## src/common/tcuc_map.svh

```systemverilog
// Register offsets, field positions and reset values of the timer core.
// Assumes word-indexed Avalon-MM addressing; included by logic and test files.
`ifndef TCUC_MAP_SVH
`define TCUC_MAP_SVH

// ----------------------------------------
// Register word indexes
// ----------------------------------------
`define TCUC_OFS_CTRL 3'h0
`define TCUC_OFS_TRIG 3'h1
`define TCUC_OFS_CNT 3'h2
`define TCUC_OFS_DIV 3'h3
`define TCUC_OFS_PER 3'h4
`define TCUC_OFS_STAT 3'h5
`define TCUC_OFS_SWEV 3'h6

// ----------------------------------------
// Control register fields
// ----------------------------------------
`define TCUC_CTRL_EN 0
`define TCUC_CTRL_OVDIS 1
`define TCUC_CTRL_OVSRC 2
`define TCUC_CTRL_DIR 3
`define TCUC_CTRL_ALN 4
`define TCUC_CTRL_PBE 7
`define TCUC_CTRL_RESET 8'h00

// ----------------------------------------
// Trigger register fields
// ----------------------------------------
`define TCUC_TRIG_SMS 0
`define TCUC_TRIG_TSS 4
`define TCUC_TRIG_EPOL 7
`define TCUC_TRIG_EPSC 8
`define TCUC_TRIG_EFLT 10
`define TCUC_TRIG_ECMB 14
`define TCUC_TRIG_C1POL 15
`define TCUC_TRIG_C2POL 16
`define TCUC_TRIG_C1FLT 20
`define TCUC_TRIG_C2FLT 24
`define TCUC_TRIG_RESET 28'h0000000

// ----------------------------------------
// Codes and reset values
// ----------------------------------------
`define TCUC_SMS_EXTA 3'h7
`define TCUC_TSS_CH1BE 3'h4
`define TCUC_TSS_CH1F 3'h5
`define TCUC_TSS_CH2F 3'h6
`define TCUC_TSS_EXT 3'h7
`define TCUC_ALN_EDGE 2'h0
`define TCUC_WORD_RESET 16'h0000
`define TCUC_STAT_FLAG 0
`define TCUC_SWEV_TRIG 0

`endif

```

## src/common/tcuc_pkg.sv

```systemverilog
// Types shared by the timer core and its trigger conditioner.
// Assumes the map header is on the include path.
package tcuc_pkg;
  typedef logic [15:0] tcuc_word_t;
  typedef enum logic [1:0] {TCUC_SRC_INT, TCUC_SRC_EXTA, TCUC_SRC_EXTB} tcuc_src_e;
  typedef struct packed {
    logic [2:0] trigger_source_select;
    logic outside_signal_polarity;
    logic [1:0] outside_signal_prescale;
    logic [3:0] outside_signal_filter;
    logic ext_clock_b_enable;
    logic ch1_polarity;
    logic ch2_polarity;
    logic [3:0] ch1_input_filter;
    logic [3:0] ch2_input_filter;
  } tcuc_trig_cfg_s;
endpackage : tcuc_pkg

```

## src/common/tcuc_cfg_if.sv

```systemverilog
// Carrier between the timer core and its trigger conditioner.
// Assumes both ends run on the same kernel clock.
`timescale 1ns/1ps
interface tcuc_cfg_if;
  import tcuc_pkg::*;
  tcuc_trig_cfg_s cfg;
  logic ext_tick;
  modport ctrl (output cfg, input ext_tick);
  modport cond (input cfg, output ext_tick);
endinterface : tcuc_cfg_if

```

## src/logic/tcuc_trig_cond.sv

```systemverilog
// Trigger conditioner: synchroniser, polarity, divider, filters and source mux.
// Assumes pins are asynchronous to ref_clk; emits one pulse per active edge.
`timescale 1ns/1ps
`include "tcuc_map.svh"
module tcuc_trig_cond (
  input wire logic ref_clk,
  input wire logic rstn,
  input wire logic ch1_pin,
  input wire logic ch2_pin,
  input wire logic ext_pin,
  input wire logic [3:0] internal_trigger_line,
  tcuc_cfg_if.cond cfg_if
);
  import tcuc_pkg::*;

  // ----------------------------------------
  // Synchronisers
  // ----------------------------------------
  logic [6:0] sync1_ff;
  logic [6:0] sync2_ff;
  wire [6:0] raw_in = {internal_trigger_line, ext_pin, ch2_pin, ch1_pin};
  always_ff @(posedge ref_clk or negedge rstn) begin
    if (!rstn) begin
      sync1_ff <= 7'h00;
      sync2_ff <= 7'h00;
    end else begin
      sync1_ff <= raw_in;
      sync2_ff <= sync1_ff;
    end
  end

  // ----------------------------------------
  // Outside pin: polarity then division
  // ----------------------------------------
  logic ext_prev_ff;
  logic [2:0] ext_div_ff;
  wire ext_pol = sync2_ff[2] ^ cfg_if.cfg.outside_signal_polarity;
  wire [1:0] psc = cfg_if.cfg.outside_signal_prescale;
  wire ext_divided = (psc == 2'h0) ? ext_pol : ext_div_ff[psc - 2'h1];
  always_ff @(posedge ref_clk or negedge rstn) begin
    if (!rstn) begin
      ext_prev_ff <= 1'b0;
      ext_div_ff <= 3'h0;
    end else begin
      ext_prev_ff <= ext_pol;
      if (ext_pol && !ext_prev_ff) begin
        ext_div_ff <= ext_div_ff + 3'h1;
      end
    end
  end

  // ----------------------------------------
  // Filters: a change passes once it held for code+1 samples
  // ----------------------------------------
  wire [2:0] flt_in = {ext_divided, sync2_ff[1], sync2_ff[0]};
  wire [11:0] flt_code = {cfg_if.cfg.outside_signal_filter, cfg_if.cfg.ch2_input_filter,
                          cfg_if.cfg.ch1_input_filter};
  logic [2:0] flt_out;
  genvar gi;
  generate
    for (gi = 0; gi < 3; gi++) begin : g_flt
      logic [3:0] cnt_ff;
      logic out_ff;
      always_ff @(posedge ref_clk or negedge rstn) begin
        if (!rstn) begin
          cnt_ff <= 4'h0;
          out_ff <= 1'b0;
        end else if (flt_in[gi] == out_ff) begin
          cnt_ff <= 4'h0;
        end else if (cnt_ff >= flt_code[gi*4 +: 4]) begin
          out_ff <= flt_in[gi];
          cnt_ff <= 4'h0;
        end else begin
          cnt_ff <= cnt_ff + 4'h1;
        end
      end
      assign flt_out[gi] = out_ff;
    end
  endgenerate

  // ----------------------------------------
  // Source selection and edge pulse
  // ----------------------------------------
  wire ch1_both_edge_input = flt_out[0];
  wire ch1_filtered_input = flt_out[0] ^ cfg_if.cfg.ch1_polarity;
  wire ch2_filtered_input = flt_out[1] ^ cfg_if.cfg.ch2_polarity;
  wire ext_cond = flt_out[2];
  // Mode B forces the outside pin, same path as mode A with that source
  wire [2:0] sel = cfg_if.cfg.ext_clock_b_enable ? `TCUC_TSS_EXT
                   : cfg_if.cfg.trigger_source_select;
  wire trigger_input = (sel == `TCUC_TSS_CH1BE) ? ch1_both_edge_input :
                       (sel == `TCUC_TSS_CH1F) ? ch1_filtered_input :
                       (sel == `TCUC_TSS_CH2F) ? ch2_filtered_input :
                       (sel == `TCUC_TSS_EXT) ? ext_cond :
                       sync2_ff[3 + sel[1:0]];
  logic trig_prev_ff;
  always_ff @(posedge ref_clk or negedge rstn) begin
    if (!rstn) begin
      trig_prev_ff <= 1'b0;
    end else begin
      trig_prev_ff <= trigger_input;
    end
  end
  assign cfg_if.ext_tick = (sel == `TCUC_TSS_CH1BE) ? (trigger_input ^ trig_prev_ff)
                           : (trigger_input & ~trig_prev_ff);

  a_tick_on_edge: assert property (@(posedge ref_clk) disable iff (!rstn)
    cfg_if.ext_tick |-> (trigger_input != trig_prev_ff))
    else $error("tick without an input edge");
endmodule : tcuc_trig_cond

```

## src/logic/tcuc_top.sv

```systemverilog
// Timer clock selection, prescaler, period shadowing and up/down counting core.
// Assumes ref_clk is the kernel clock and an Avalon-MM master drives the bus.
//
// Behaviour
// - Internal tick every cycle, or every other cycle when bus prescaler is one.
// - Slave mode 3'b111 counts on the selected trigger input.
// - Trigger codes 4..7 pick ch1 both edges, ch1, ch2, outside pin.
// - Mode B counts the outside pin after polarity, division, filtering.
// - Mode B equals mode A with the outside pin selected.
// - Trigger codes 0..3 pick internal trigger lines 0..3.
// - Internal trigger in mode A lets another timer clock this one.
// - Counter advances once every prescaler value plus one source ticks.
// - Prescaler writes take effect only at the next overflow event.
// - Period copies immediately, or at overflow event when buffering enabled.
// - Counter reads live value; a write replaces it at once.
// - Overflow events enabled after reset, blocked while disable bit set.
// - Source select clear: wrap, software or slave reset; set: wrap only.
// - Run signal follows the enable bit one cycle later.
// - Upcount 0 to period, wrap to 0, raise event and flag.
// - Without events, no prescaler or buffered period reload; with events, shadows reload each event.
// - Outside clocks pass a synchroniser, delaying the tick.
// - Direction one: count down period to 0, reload period, underflow event.
// - Counter stays stopped while active period is zero.
//
// The Avalon-MM interface to the registers and the address map were decided locally.
`timescale 1ns/1ps
`include "tcuc_map.svh"
module tcuc_top (
  input wire logic ref_clk,
  input wire logic rstn,
  input wire logic [2:0] avs_address,
  input wire logic avs_read,
  input wire logic avs_write,
  input wire logic [31:0] avs_writedata,
  input wire logic [3:0] avs_byteenable,
  output logic [31:0] avs_readdata,
  output logic avs_waitrequest,
  input wire logic bus_presc_is_one,
  input wire logic ch1_pin,
  input wire logic ch2_pin,
  input wire logic ext_pin,
  input wire logic [3:0] internal_trigger_line,
  input wire logic slave_reset_req,
  output tcuc_pkg::tcuc_word_t counter_value,
  output logic overflow_event,
  output logic counter_run_sync
);
  import tcuc_pkg::*;

  // ----------------------------------------
  // Helpers
  // ----------------------------------------
  function automatic logic [31:0] tcuc_merge(input logic [31:0] old_v,
                                             input logic [31:0] new_v,
                                             input logic [3:0] be);
    logic [31:0] res;
    res = old_v;
    for (int i = 0; i < 4; i++) begin
      if (be[i]) begin
        res[i*8 +: 8] = new_v[i*8 +: 8];
      end
    end
    return res;
  endfunction : tcuc_merge

  // ----------------------------------------
  // Bus slave: one wait state on every access
  // ----------------------------------------
  logic ack_ff;
  logic [31:0] rdata_ff;
  wire req = avs_read | avs_write;
  wire wr_go = avs_write & ack_ff;
  wire wr_ctrl = wr_go & (avs_address == `TCUC_OFS_CTRL);
  wire wr_trig = wr_go & (avs_address == `TCUC_OFS_TRIG);
  wire wr_cnt = wr_go & (avs_address == `TCUC_OFS_CNT);
  wire wr_div = wr_go & (avs_address == `TCUC_OFS_DIV);
  wire wr_per = wr_go & (avs_address == `TCUC_OFS_PER);
  wire wr_stat = wr_go & (avs_address == `TCUC_OFS_STAT);
  wire wr_swev = wr_go & (avs_address == `TCUC_OFS_SWEV);
  assign avs_waitrequest = req & ~ack_ff;
  assign avs_readdata = rdata_ff;

  always_ff @(posedge ref_clk or negedge rstn) begin
    if (!rstn) begin
      ack_ff <= 1'b0;
    end else begin
      ack_ff <= req & ~ack_ff;
    end
  end

  // ----------------------------------------
  // Software registers
  // ----------------------------------------
  logic [7:0] ctrl_ff;
  logic [27:0] trig_ff;
  tcuc_word_t div_ff;
  tcuc_word_t per_ff;
  wire [31:0] ctrl_m = tcuc_merge({24'h000000, ctrl_ff}, avs_writedata, avs_byteenable);
  wire [31:0] trig_m = tcuc_merge({4'h0, trig_ff}, avs_writedata, avs_byteenable);
  wire [31:0] div_m = tcuc_merge({16'h0000, div_ff}, avs_writedata, avs_byteenable);
  wire [31:0] per_m = tcuc_merge({16'h0000, per_ff}, avs_writedata, avs_byteenable);
  wire [7:0] nxt_ctrl = wr_ctrl ? ctrl_m[7:0] : ctrl_ff;
  wire [27:0] nxt_trig = wr_trig ? trig_m[27:0] : trig_ff;
  wire [15:0] nxt_div = wr_div ? div_m[15:0] : div_ff;
  wire [15:0] nxt_per = wr_per ? per_m[15:0] : per_ff;

  always_ff @(posedge ref_clk or negedge rstn) begin
    if (!rstn) begin
      ctrl_ff <= `TCUC_CTRL_RESET;
      trig_ff <= `TCUC_TRIG_RESET;
      div_ff <= `TCUC_WORD_RESET;
      per_ff <= `TCUC_WORD_RESET;
    end else begin
      ctrl_ff <= nxt_ctrl;
      trig_ff <= nxt_trig;
      div_ff <= nxt_div;
      per_ff <= nxt_per;
    end
  end

  wire timer_enable_bit = ctrl_ff[`TCUC_CTRL_EN];
  wire overflow_event_disable = ctrl_ff[`TCUC_CTRL_OVDIS];
  wire overflow_source_select = ctrl_ff[`TCUC_CTRL_OVSRC];
  wire count_direction_bit = ctrl_ff[`TCUC_CTRL_DIR];
  wire [1:0] count_alignment_select = ctrl_ff[`TCUC_CTRL_ALN +: 2];
  wire period_buffer_enable = ctrl_ff[`TCUC_CTRL_PBE];
  wire [2:0] slave_mode_select = trig_ff[`TCUC_TRIG_SMS +: 3];

  // ----------------------------------------
  // Trigger conditioner
  // ----------------------------------------
  tcuc_cfg_if cfg_bus ();
  assign cfg_bus.cfg.trigger_source_select = trig_ff[`TCUC_TRIG_TSS +: 3];
  assign cfg_bus.cfg.outside_signal_polarity = trig_ff[`TCUC_TRIG_EPOL];
  assign cfg_bus.cfg.outside_signal_prescale = trig_ff[`TCUC_TRIG_EPSC +: 2];
  assign cfg_bus.cfg.outside_signal_filter = trig_ff[`TCUC_TRIG_EFLT +: 4];
  assign cfg_bus.cfg.ext_clock_b_enable = trig_ff[`TCUC_TRIG_ECMB];
  assign cfg_bus.cfg.ch1_polarity = trig_ff[`TCUC_TRIG_C1POL];
  assign cfg_bus.cfg.ch2_polarity = trig_ff[`TCUC_TRIG_C2POL];
  assign cfg_bus.cfg.ch1_input_filter = trig_ff[`TCUC_TRIG_C1FLT +: 4];
  assign cfg_bus.cfg.ch2_input_filter = trig_ff[`TCUC_TRIG_C2FLT +: 4];

  tcuc_trig_cond u_cond (
    .ref_clk(ref_clk),
    .rstn(rstn),
    .ch1_pin(ch1_pin),
    .ch2_pin(ch2_pin),
    .ext_pin(ext_pin),
    .internal_trigger_line(internal_trigger_line),
    .cfg_if(cfg_bus.cond)
  );

  // ----------------------------------------
  // Clock source selection
  // ----------------------------------------
  logic half_ff;
  logic run_ff;
  always_ff @(posedge ref_clk or negedge rstn) begin
    if (!rstn) begin
      half_ff <= 1'b0;
      run_ff <= 1'b0;
    end else begin
      half_ff <= ~half_ff;
      run_ff <= timer_enable_bit;
    end
  end
  // ref_clk stands for the doubled rate; a factor of one halves it
  wire internal_count_clock = bus_presc_is_one ? half_ff : 1'b1;
  wire tcuc_src_e src_mode = tcuc_src_e'(cfg_bus.cfg.ext_clock_b_enable ? TCUC_SRC_EXTB :
                             (slave_mode_select == `TCUC_SMS_EXTA) ? TCUC_SRC_EXTA :
                             TCUC_SRC_INT);
  logic src_tick;
  always_comb begin
    case (src_mode)
      TCUC_SRC_INT: src_tick = internal_count_clock;
      TCUC_SRC_EXTA: src_tick = cfg_bus.ext_tick;
      TCUC_SRC_EXTB: src_tick = cfg_bus.ext_tick;
      default: src_tick = 1'b0;
    endcase
  end
  assign counter_run_sync = run_ff;

  // ----------------------------------------
  // Prescaler and shadows
  // ----------------------------------------
  tcuc_word_t psc_ff;
  tcuc_word_t div_sh_ff;
  tcuc_word_t per_sh_ff;
  tcuc_word_t cnt_ff;
  logic flag_ff;
  logic evt_ff;
  wire psc_ovf = run_ff & src_tick & (psc_ff == div_sh_ff);
  wire counting_tick = psc_ovf;
  wire period_zero = (per_sh_ff == 16'h0000);
  wire edge_mode = (count_alignment_select == `TCUC_ALN_EDGE);
  wire count_up = edge_mode & ~count_direction_bit;
  wire count_down = edge_mode & count_direction_bit;
  wire up_wrap = count_up & (cnt_ff >= per_sh_ff);
  wire down_wrap = count_down & (cnt_ff == 16'h0000);
  // Stopped counter makes no wraps, so a zero period fires only software or slave reset events
  wire hw_wrap = counting_tick & ~period_zero & (up_wrap | down_wrap) & ~wr_cnt;
  wire sw_trig = wr_swev & avs_byteenable[0] & avs_writedata[`TCUC_SWEV_TRIG];
  wire soft_src = ~overflow_source_select & (sw_trig | slave_reset_req);
  wire ovf_evt = ~overflow_event_disable & (hw_wrap | soft_src);
  wire reinit = ovf_evt & ~hw_wrap;

  wire [15:0] nxt_psc = (ovf_evt | psc_ovf) ? 16'h0000 :
                        (run_ff & src_tick) ? psc_ff + 16'h0001 : psc_ff;
  wire [15:0] nxt_div_sh = ovf_evt ? div_ff : div_sh_ff;
  wire [15:0] nxt_per_sh = ~period_buffer_enable ? nxt_per :
                           ovf_evt ? per_ff : per_sh_ff;

  always_ff @(posedge ref_clk or negedge rstn) begin
    if (!rstn) begin
      psc_ff <= `TCUC_WORD_RESET;
      div_sh_ff <= `TCUC_WORD_RESET;
      per_sh_ff <= `TCUC_WORD_RESET;
    end else begin
      psc_ff <= nxt_psc;
      div_sh_ff <= nxt_div_sh;
      per_sh_ff <= nxt_per_sh;
    end
  end

  // ----------------------------------------
  // Counter
  // ----------------------------------------
  wire [31:0] cnt_m = tcuc_merge({16'h0000, cnt_ff}, avs_writedata, avs_byteenable);
  logic [15:0] nxt_cnt;
  always_comb begin
    nxt_cnt = cnt_ff;
    if (wr_cnt) begin
      nxt_cnt = cnt_m[15:0];
    end else if (reinit) begin
      nxt_cnt = count_down ? per_sh_ff : 16'h0000;
    end else if (counting_tick && !period_zero) begin
      if (count_up) begin
        nxt_cnt = up_wrap ? 16'h0000 : cnt_ff + 16'h0001;
      end else if (count_down) begin
        nxt_cnt = down_wrap ? per_sh_ff : cnt_ff - 16'h0001;
      end
    end
  end

  // Set beats a same-cycle write-zero clear
  wire flag_clr = wr_stat & avs_byteenable[0] & ~avs_writedata[`TCUC_STAT_FLAG];
  wire nxt_flag = ovf_evt | (flag_ff & ~flag_clr);

  always_ff @(posedge ref_clk or negedge rstn) begin
    if (!rstn) begin
      cnt_ff <= `TCUC_WORD_RESET;
      flag_ff <= 1'b0;
      evt_ff <= 1'b0;
    end else begin
      cnt_ff <= nxt_cnt;
      flag_ff <= nxt_flag;
      evt_ff <= ovf_evt;
    end
  end
  assign counter_value = cnt_ff;
  assign overflow_event = evt_ff;

  // ----------------------------------------
  // Read mux
  // ----------------------------------------
  wire [31:0] rd_mux = (avs_address == `TCUC_OFS_CTRL) ? {24'h000000, ctrl_ff} :
                       (avs_address == `TCUC_OFS_TRIG) ? {4'h0, trig_ff} :
                       (avs_address == `TCUC_OFS_CNT) ? {16'h0000, cnt_ff} :
                       (avs_address == `TCUC_OFS_DIV) ? {16'h0000, div_ff} :
                       (avs_address == `TCUC_OFS_PER) ? {16'h0000, per_ff} :
                       (avs_address == `TCUC_OFS_STAT) ? {31'h0, flag_ff} :
                       32'h00000000;
  always_ff @(posedge ref_clk or negedge rstn) begin
    if (!rstn) begin
      rdata_ff <= 32'h00000000;
    end else if (avs_read && !ack_ff) begin
      rdata_ff <= rd_mux;
    end
  end

  // ----------------------------------------
  // Checks
  // ----------------------------------------
  a_run_follows_en: assert property (@(posedge ref_clk) disable iff (!rstn)
    $rose(timer_enable_bit) |-> !run_ff ##1 run_ff)
    else $error("run signal not one cycle after enable");

  a_zero_period_halt: assert property (@(posedge ref_clk) disable iff (!rstn)
    (period_zero && !wr_cnt && !reinit) |=> (cnt_ff == $past(cnt_ff)))
    else $error("counter moved with zero period");

  a_up_wrap_zero: assert property (@(posedge ref_clk) disable iff (!rstn)
    (counting_tick && count_up && !period_zero && cnt_ff == per_sh_ff && !wr_cnt)
    |=> (cnt_ff == 16'h0000) && (flag_ff || $past(overflow_event_disable)))
    else $error("upcount did not wrap to zero with flag");

  a_down_reload: assert property (@(posedge ref_clk) disable iff (!rstn)
    (counting_tick && count_down && !period_zero && cnt_ff == 16'h0000 && !wr_cnt)
    |=> (cnt_ff == $past(per_sh_ff)))
    else $error("downcount did not reload period");

  a_event_blocked: assert property (@(posedge ref_clk) disable iff (!rstn)
    overflow_event_disable |=> !overflow_event)
    else $error("event while disabled");

  a_wrap_only_src: assert property (@(posedge ref_clk) disable iff (!rstn)
    (overflow_source_select && !hw_wrap) |=> !overflow_event)
    else $error("event from non-wrap source");

  a_div_shadow_hold: assert property (@(posedge ref_clk) disable iff (!rstn)
    !ovf_evt |=> $stable(div_sh_ff))
    else $error("prescaler shadow changed without event");

  a_per_buffered: assert property (@(posedge ref_clk) disable iff (!rstn)
    (period_buffer_enable && !ovf_evt) |=> $stable(per_sh_ff))
    else $error("buffered period changed without event");

  a_cnt_write: assert property (@(posedge ref_clk) disable iff (!rstn)
    (wr_cnt && avs_byteenable[1:0] == 2'h3) |=> (counter_value == $past(avs_writedata[15:0])))
    else $error("counter write not applied");

  a_tick_spacing: assert property (@(posedge ref_clk) disable iff (!rstn)
    (counting_tick && div_sh_ff == 16'h0001 && !ovf_evt) |=> !counting_tick)
    else $error("prescaler ticked too early");
endmodule : tcuc_top

```

## config.mk

```make
export PLATFORM = sky130hd
export DESIGN_NAME = tcuc_top
export DESIGN_NICKNAME = d
export VERILOG_FILES = /design/src/common/tcuc_pkg.sv /design/src/common/tcuc_cfg_if.sv /design/src/logic/tcuc_trig_cond.sv /design/src/logic/tcuc_top.sv
export VERILOG_INCLUDE_DIRS = /design/src /design/src/common
export SDC_FILE = /design/constraint.sdc
export NUM_CORES = 1
export LEC_CHECK = 0
export ABC_AREA = 0
export BUFFER_PORTS_ARGS = -buffer_cell sky130_fd_sc_hd__buf_2
export CAP_MARGIN = 20
export CELL_PAD_IN_SITES_DETAIL_PLACEMENT = 1
export CELL_PAD_IN_SITES_GLOBAL_PLACEMENT = 1
export CORE_ASPECT_RATIO = 0.8
export CORE_MARGIN = 4
export CORE_UTILIZATION = 40
export DETAILED_ROUTE_END_ITERATION = 8
export PLACE_DENSITY = 0.7
export SLEW_MARGIN = 20
export SYNTH_ARGS = -nofsm -noshare
export SYNTH_HDL_FRONTEND = slang
export SYNTH_SLANG_ARGS = --single-unit
```

## constraint.sdc

```tcl
create_clock -name ref_clk -period 8.6 [get_ports ref_clk]
set_input_delay 2.58 -clock ref_clk [delete_from_list [all_inputs] [get_ports ref_clk]]
set_output_delay 2.58 -clock ref_clk [all_outputs]
set_load 0.01 [all_outputs]
```

==> results of run 1 <==
-- layer usage --
metal	up-vias	routed length [um]	GRT usage, %
met5	-	0	0
met4	0	597	5.37
li1	3963	-	-
met2	175	15400	35.6
met3	33	1450	4.20
met1	4437	15700	33.0
-- kinds of logic after synthesis --
logic type | share of synthesized area (%)
DFF | 46.6
and+or+nand+nor | 14.4
xor gates and xnor gates | 4.18
muxes | 11.7
other | 0.0351
buffers and inverters | 4.20
adders and majority gates | 4.45
AOI/OAI and AO/OA | 14.5
-- final timing paths --
| kind | startpoint | end | slack, ns | cells past startpoint |
|---|---|---|---|---|
| setup / recovery | avs_address[2] | counter_value[2] | 2.88 | 10 |
| hold / removal | u_cond.sync1_ff[2] | u_cond.sync2_ff[2] | 0.35 | 0 |
| setup reg to reg | trig_ff[14] | div_sh_ff[2] | 3.59 | 15 |
| hold reg to reg | u_cond.sync1_ff[2] | u_cond.sync2_ff[2] | 0.35 | 0 |
| max in group asynchronous | rstn | trig_ff[10] | 5.28 | 2 |
| min in group asynchronous | rstn | psc_ff[4] | 2.12 | 1 |
-- final cells by class --
class,count,area [um^2]
Sequential cell,199,4980
Inverter,48,180
Timing Repair Buffer,107,593
Fill cell,2994,14200
Clock buffer,20,467
Clock inverter,12,134
Multi-Input combinational cell,771,5290
Tap cell,357,447
-- per-stage QoR --
stage | utilization (%) | area (um^2) | total power [mW] | std cells | hold WS [ns]
after global routing | 45.9 | 12100 | 3.79 | 1514 | 0.363
after global placement | 43.5 | 11500 | 2.65 | 1481 | 0.332
after floorplan | - | 10700 | 2.26 | 1073 | 0.331
final | 45.9 | 12100 | 3.53 | 1514 | 0.352
after CTS | 45.8 | 12100 | 3.56 | 1513 | 0.353
after detailed placement | 43.5 | 11500 | 2.71 | 1481 | 0.336
-- sequential cells by signal (all words and copies together) (netlist names), 3 cells and up --
name	flops
u_cond.ext_div_ff	3
ctrl_ff	8
trig_ff	28
per_ff	16
psc_ff	16
div_sh_ff	16
per_sh_ff	16
div_ff	16
u_cond.sync2_ff	7
u_cond.sync1_ff	7
avs_readdata	28
u_cond.g_flt.cnt_ff	12
counter_value	16
-- layout by cell type (no fill, tap or decap), types with 7 or more instances in the layout --
cell	n
nor4_1	12
a31oi_1	9
clkbuf_16	17
o22ai_1	15
nor3_1	15
a21oi_1	74
and3_1	25
nand2_1	89
buf_2	93
ha_1	38
a22oi_1	8
nand4_1	7
mux2_1	11
buf_4	11
a21o_1	12
mux2i_1	27
inv_1	47
xor2_1	35
a211oi_1	7
nand3_1	24
nor2b_1	7
xnor2_1	16
or3_1	8
nor2_1	88
mux2_2	74
dfrtp_1	198
o31ai_1	14
o211ai_1	11
nand2b_1	12
o21ai_0	67
-- power by group through the flow --
stage	Sequential (mW)	Clock [mW]	Combinational (mW)
floorplan	1.36	0	0.897
finish	1.51	0.825	1.19
global route	1.55	0.890	1.35
CTS	1.51	0.847	1.20
detailed placement	1.53	0	1.19
global placement	1.52	0	1.14
==> impl_metrics.ini, run 1 <==
[worst_hold_path]
hold_path.class = reg2reg

[yosys]
yosysUniqueCellTypes = 69
ys_seq_elements = 199
netlist.area_leader.share_pct = 46.6
synth.area.top_cells = dfrtp_1, mux2_2, ha_1, a21oi_1, o21ai_0
ys_warn_count = 0
synth_ff_type = dfrtp_1
synth.avg_cell_area_um2 = 10.0
synthCells = 1070
synth_edf_count = 0
yosys-top-cells-count = dfrtp_1, nand2_1, nor2_1
synth_top_area_cell = dfrtp_1
async_flop_share_pct = 100
syn_area_mm2 = 0.0107
synth_most_common_cell = dfrtp_1
yosysSeqAreaShare_pct = 46.6

[global_routing]
grt_pass1_wl_mm = 52.1
antenna_found_initial = 1
overflow = 0
grt_start_max_net_pins = 78
grt_use_total_pct = 22.8
grt_pass1_vias = 8921

[sta]
setup_viol = 0
finalMaxSlewViolations = 0
relSlewSlack_pct = 34.8
tns_ns = 0
finalWorstPathRequiredPeriod_ns = 5.72
finalClockSkew_ns = 0.0109
max_freq_ghz = 0.175
finalCritPeriodShare_pct = 66.6
fin_ws_ns = 2.88
worst_pin_slew_ns = 0.974
finalHoldViolCount = 0
grt_setup_unrepaired = false

[cts]
cts.path.max_buffers = 2
ctsHtreeMaxLevel = 4
cts_tree = built
cts.sinks = 199
insertion_delay_ns = 0.45
cts_root_buf = clkbuf_16
path_clk_slew_ns = 0.08
post_cts_buffers = 0
postCtsResizedCells = 0
cts_hold_buf = 0
cts_buffers = 17

[detailed_routing]
drt-initial-drc-count = 493
drt-vias-per-instance = 5.69
vias = 8608
drc = 0
wirelength_mm = 33.1
dr.pass1.iters = 5
ant_nets = 0
wl_per_cell_um = 21.9

[setup_path]
worstSetupStartpointType = input port
crit_path_frequent_cell = a21oi_1
worst_ep_required_time_ns = 8.93
cp-end-kind = flip-flop
path_class = in2reg
crit_slowest_cell = nor2b_1
worstPathArrival_ns = 6.06
cp_top_family = simple AND/OR/NAND/NOR gates
cp_cell_sequence = buf_2 > nor2b_1 > a41oi_1 > nor3_1 > buf_4 > nor2_1 > a21oi_1 > nand2_1 > a31oi_1 > a21oi_1
crit_path_max_fanout = 27
path_buf_inv = 2
slowest_delay_ns = 0.72

[floorplan]
dieArea_mm2 = 0.0294
num_rows = 53
die_h_um = 154
core_area_mm2 = 0.0263
die_w_um = 191
ios = 103
start_util_pct = 40.6

[cells_and_area]
diodes = 0
drive_gt1_share_pct = 19.8
area_growth_pct = 13.0
nets = 1234

[power_and_ir_drop]
intPower_mw = 2.12
ir_drop_mv = 0.152
clockPowerShare_pct = 23.4
swShare_pct = 39.9
leakage_nw = 5.64
comb_power_share_pct = 33.8
powerDensity_mw_per_mm2 = 292
pwr-share-seq_pct = 42.8
power_switching_mw = 1.41

[job]
cap_viol_max_count = 0

[placement]
hpwl_mm = 24.2
place_congestion = 0.837
io_buffers = 94
place_ws_ns = 2.53

[run_status]
outcome = completed
No activity file was read; power rests on OpenSTA's default activity.
==> inputs of run 2 (changes only) <==
==> constraint.sdc (replaced) <==
create_clock -name ref_clk -period 5.6 [get_ports ref_clk]
set_input_delay 1.68 -clock ref_clk [delete_from_list [all_inputs] [get_ports ref_clk]]
set_output_delay 1.68 -clock ref_clk [all_outputs]
set_load 0.01 [all_outputs]
==> run 2 against run 1 <==
Against the previous run: sequential power rose by 54%; critical path depth is 6 higher; final cell count increased by 0.40%; largest cell class unchanged; total power grew 52%; clock power grew 45%; non-clock buffer count up 4; via count down 0.10%; flip-flop and latch count unchanged; utilization about the same; clock skew rose by 0.0021 ns.
==> impl_metrics.ini, run 2 (same netlist as run 1, synthesis figures left out) <==
[run_status]
outcome = completed

[placement]
io_buffers = 94
place_congestion = 0.858
hpwl_mm = 24.6

[cts]
postCtsResizedCells = 0
cts_root_buf = clkbuf_16
ctsHtreeMaxLevel = 4
path_clk_slew_ns = 0.08
cts_tree = built
cts.sinks = 199
cts_hold_buf = 0
cts.path.max_buffers = 2
post_cts_buffers = 0
insertion_delay_ns = 0.44
cts_buffers = 17

[power_and_ir_drop]
clockPowerShare_pct = 22.3
swShare_pct = 40.0
total_power_mw = 5.36
pwr-share-seq_pct = 43.2
comb_power_share_pct = 34.4
leakage_nw = 5.65
powerDensity_mw_per_mm2 = 443
ir_drop_mv = 0.216
intPower_mw = 3.21
power_switching_mw = 2.15

[floorplan]
dieArea_mm2 = 0.0294
die_h_um = 154
ios = 103
die_w_um = 191
num_rows = 53
start_util_pct = 40.6
core_area_mm2 = 0.0263

[sta]
relSlewSlack_pct = 44.5
max_freq_ghz = 0.213
finalMaxSlewViolations = 0
tns_ns = 0
grt_setup_unrepaired = false
holdWs_ns = 0.352
setup_viol = 0
worst_pin_slew_ns = 0.832
finalCritPeriodShare_pct = 83.9
finalWorstPathRequiredPeriod_ns = 4.70
finalClockSkew_ns = 0.0130
finalHoldViolCount = 0

[global_routing]
grt_pass1_wl_mm = 51.6
overflow = 0
grt_pass1_vias = 8940
grt_start_max_net_pins = 97
antenna_found_initial = 3
grt_use_total_pct = 22.5

[detailed_routing]
drt-vias-per-instance = 5.66
vias = 8599
drc = 0
dr_wl_met3_mm = 1.40
dr.pass1.iters = 5
wl_met2_mm = 15.2
wl_per_cell_um = 21.6
top_layer = met4
wirelength_mm = 32.8
drt-initial-drc-count = 544
ant_nets = 0
met1_length_mm = 15.9

[cells_and_area]
final_common_cell = dfrtp_1
nets = 1238
area_growth_pct = 13.1
drive_gt1_share_pct = 20.0
mostFrequentLayoutCells = dfrtp_1, buf_2, nand2_1

[setup_path]
crit_path_max_fanout = 26
cp-end-kind = flip-flop
path_class = reg2reg
worstPathArrival_ns = 4.99
worst_ep_required_time_ns = 5.89
worstSetupStartpointType = flip-flop

[job]
cap_viol_max_count = 0

[worst_hold_path]
hold_path.class = reg2reg
run 2: routing by layer:
metal / up-vias / track usage [%]
met2: 161 / 35.1
met4: 0 / 4.89
met5: - / 0
met1: 4432 / 32.7
met3: 20 / 4.22
li1: 3986 / -
run 2: final timing paths:
check                                        start                  to  slack [ns]  cells past startpoint
max in group asynchronous                     rstn        div_sh_ff[8]        3.23                      2
worst max-delay path                   trig_ff[14]       per_sh_ff[12]        0.90                     16
worst min register to register  u_cond.sync1_ff[1]  u_cond.sync2_ff[1]        0.35                      0
min in group asynchronous                     rstn           psc_ff[0]        1.33                      1
worst min-delay path            u_cond.sync1_ff[1]  u_cond.sync2_ff[1]        0.35                      0
worst max register to register         trig_ff[14]       per_sh_ff[12]        0.90                     16
run 2: worst max-delay path, cell delays in order (launching register included):
cell,delay (ns)
dfrtp_1,0.52
or2_2,0.39
ha_1,0.35
mux2_2,0.36
o21ai_0,0.15
o211ai_1,0.10
a21oi_1,0.14
o32ai_1,0.11
ha_1,0.28
mux2i_1,0.23
o2111ai_1,0.25
or3_1,0.40
o21bai_1,0.25
a21oi_4,0.40
buf_12,0.27
mux2i_1,0.23
a21oi_1,0.09
run 2: stage by stage:
stage	util (%)	instances	cell area [um^2]	setup slack [ns]
after floorplan	-	1073	10700	1.64
after global placement	43.7	1485	11500	1.03
after detailed placement	43.7	1485	11500	0.923
after CTS	45.9	1517	12100	0.864
after global routing	46.0	1520	12100	0.669
final	46.0	1520	12100	0.902
run 2: final cells by class:
cell class                      instances  area (um^2)
Fill cell                            2985        14200
Clock inverter                         11         86.3
Multi-Input combinational cell        771         5290
Sequential cell                       199         4980
Antenna cell                            2         5.00
Inverter                               48          180
Timing Repair Buffer                  111          644
Tap cell                              357          447
Clock buffer                           21          470
run 2: power groups by stage:
stage / combinational, mW / clock (mW) / sequential [mW]
2_1_floorplan: 1.38 / 0 / 2.09
5_1_grt: 2.07 / 1.28 / 2.37
3_3_place_gp: 1.76 / 0 / 2.33
4_1_cts: 1.86 / 1.22 / 2.31
3_5_place_dp: 1.84 / 0 / 2.34
6_report: 1.85 / 1.20 / 2.32
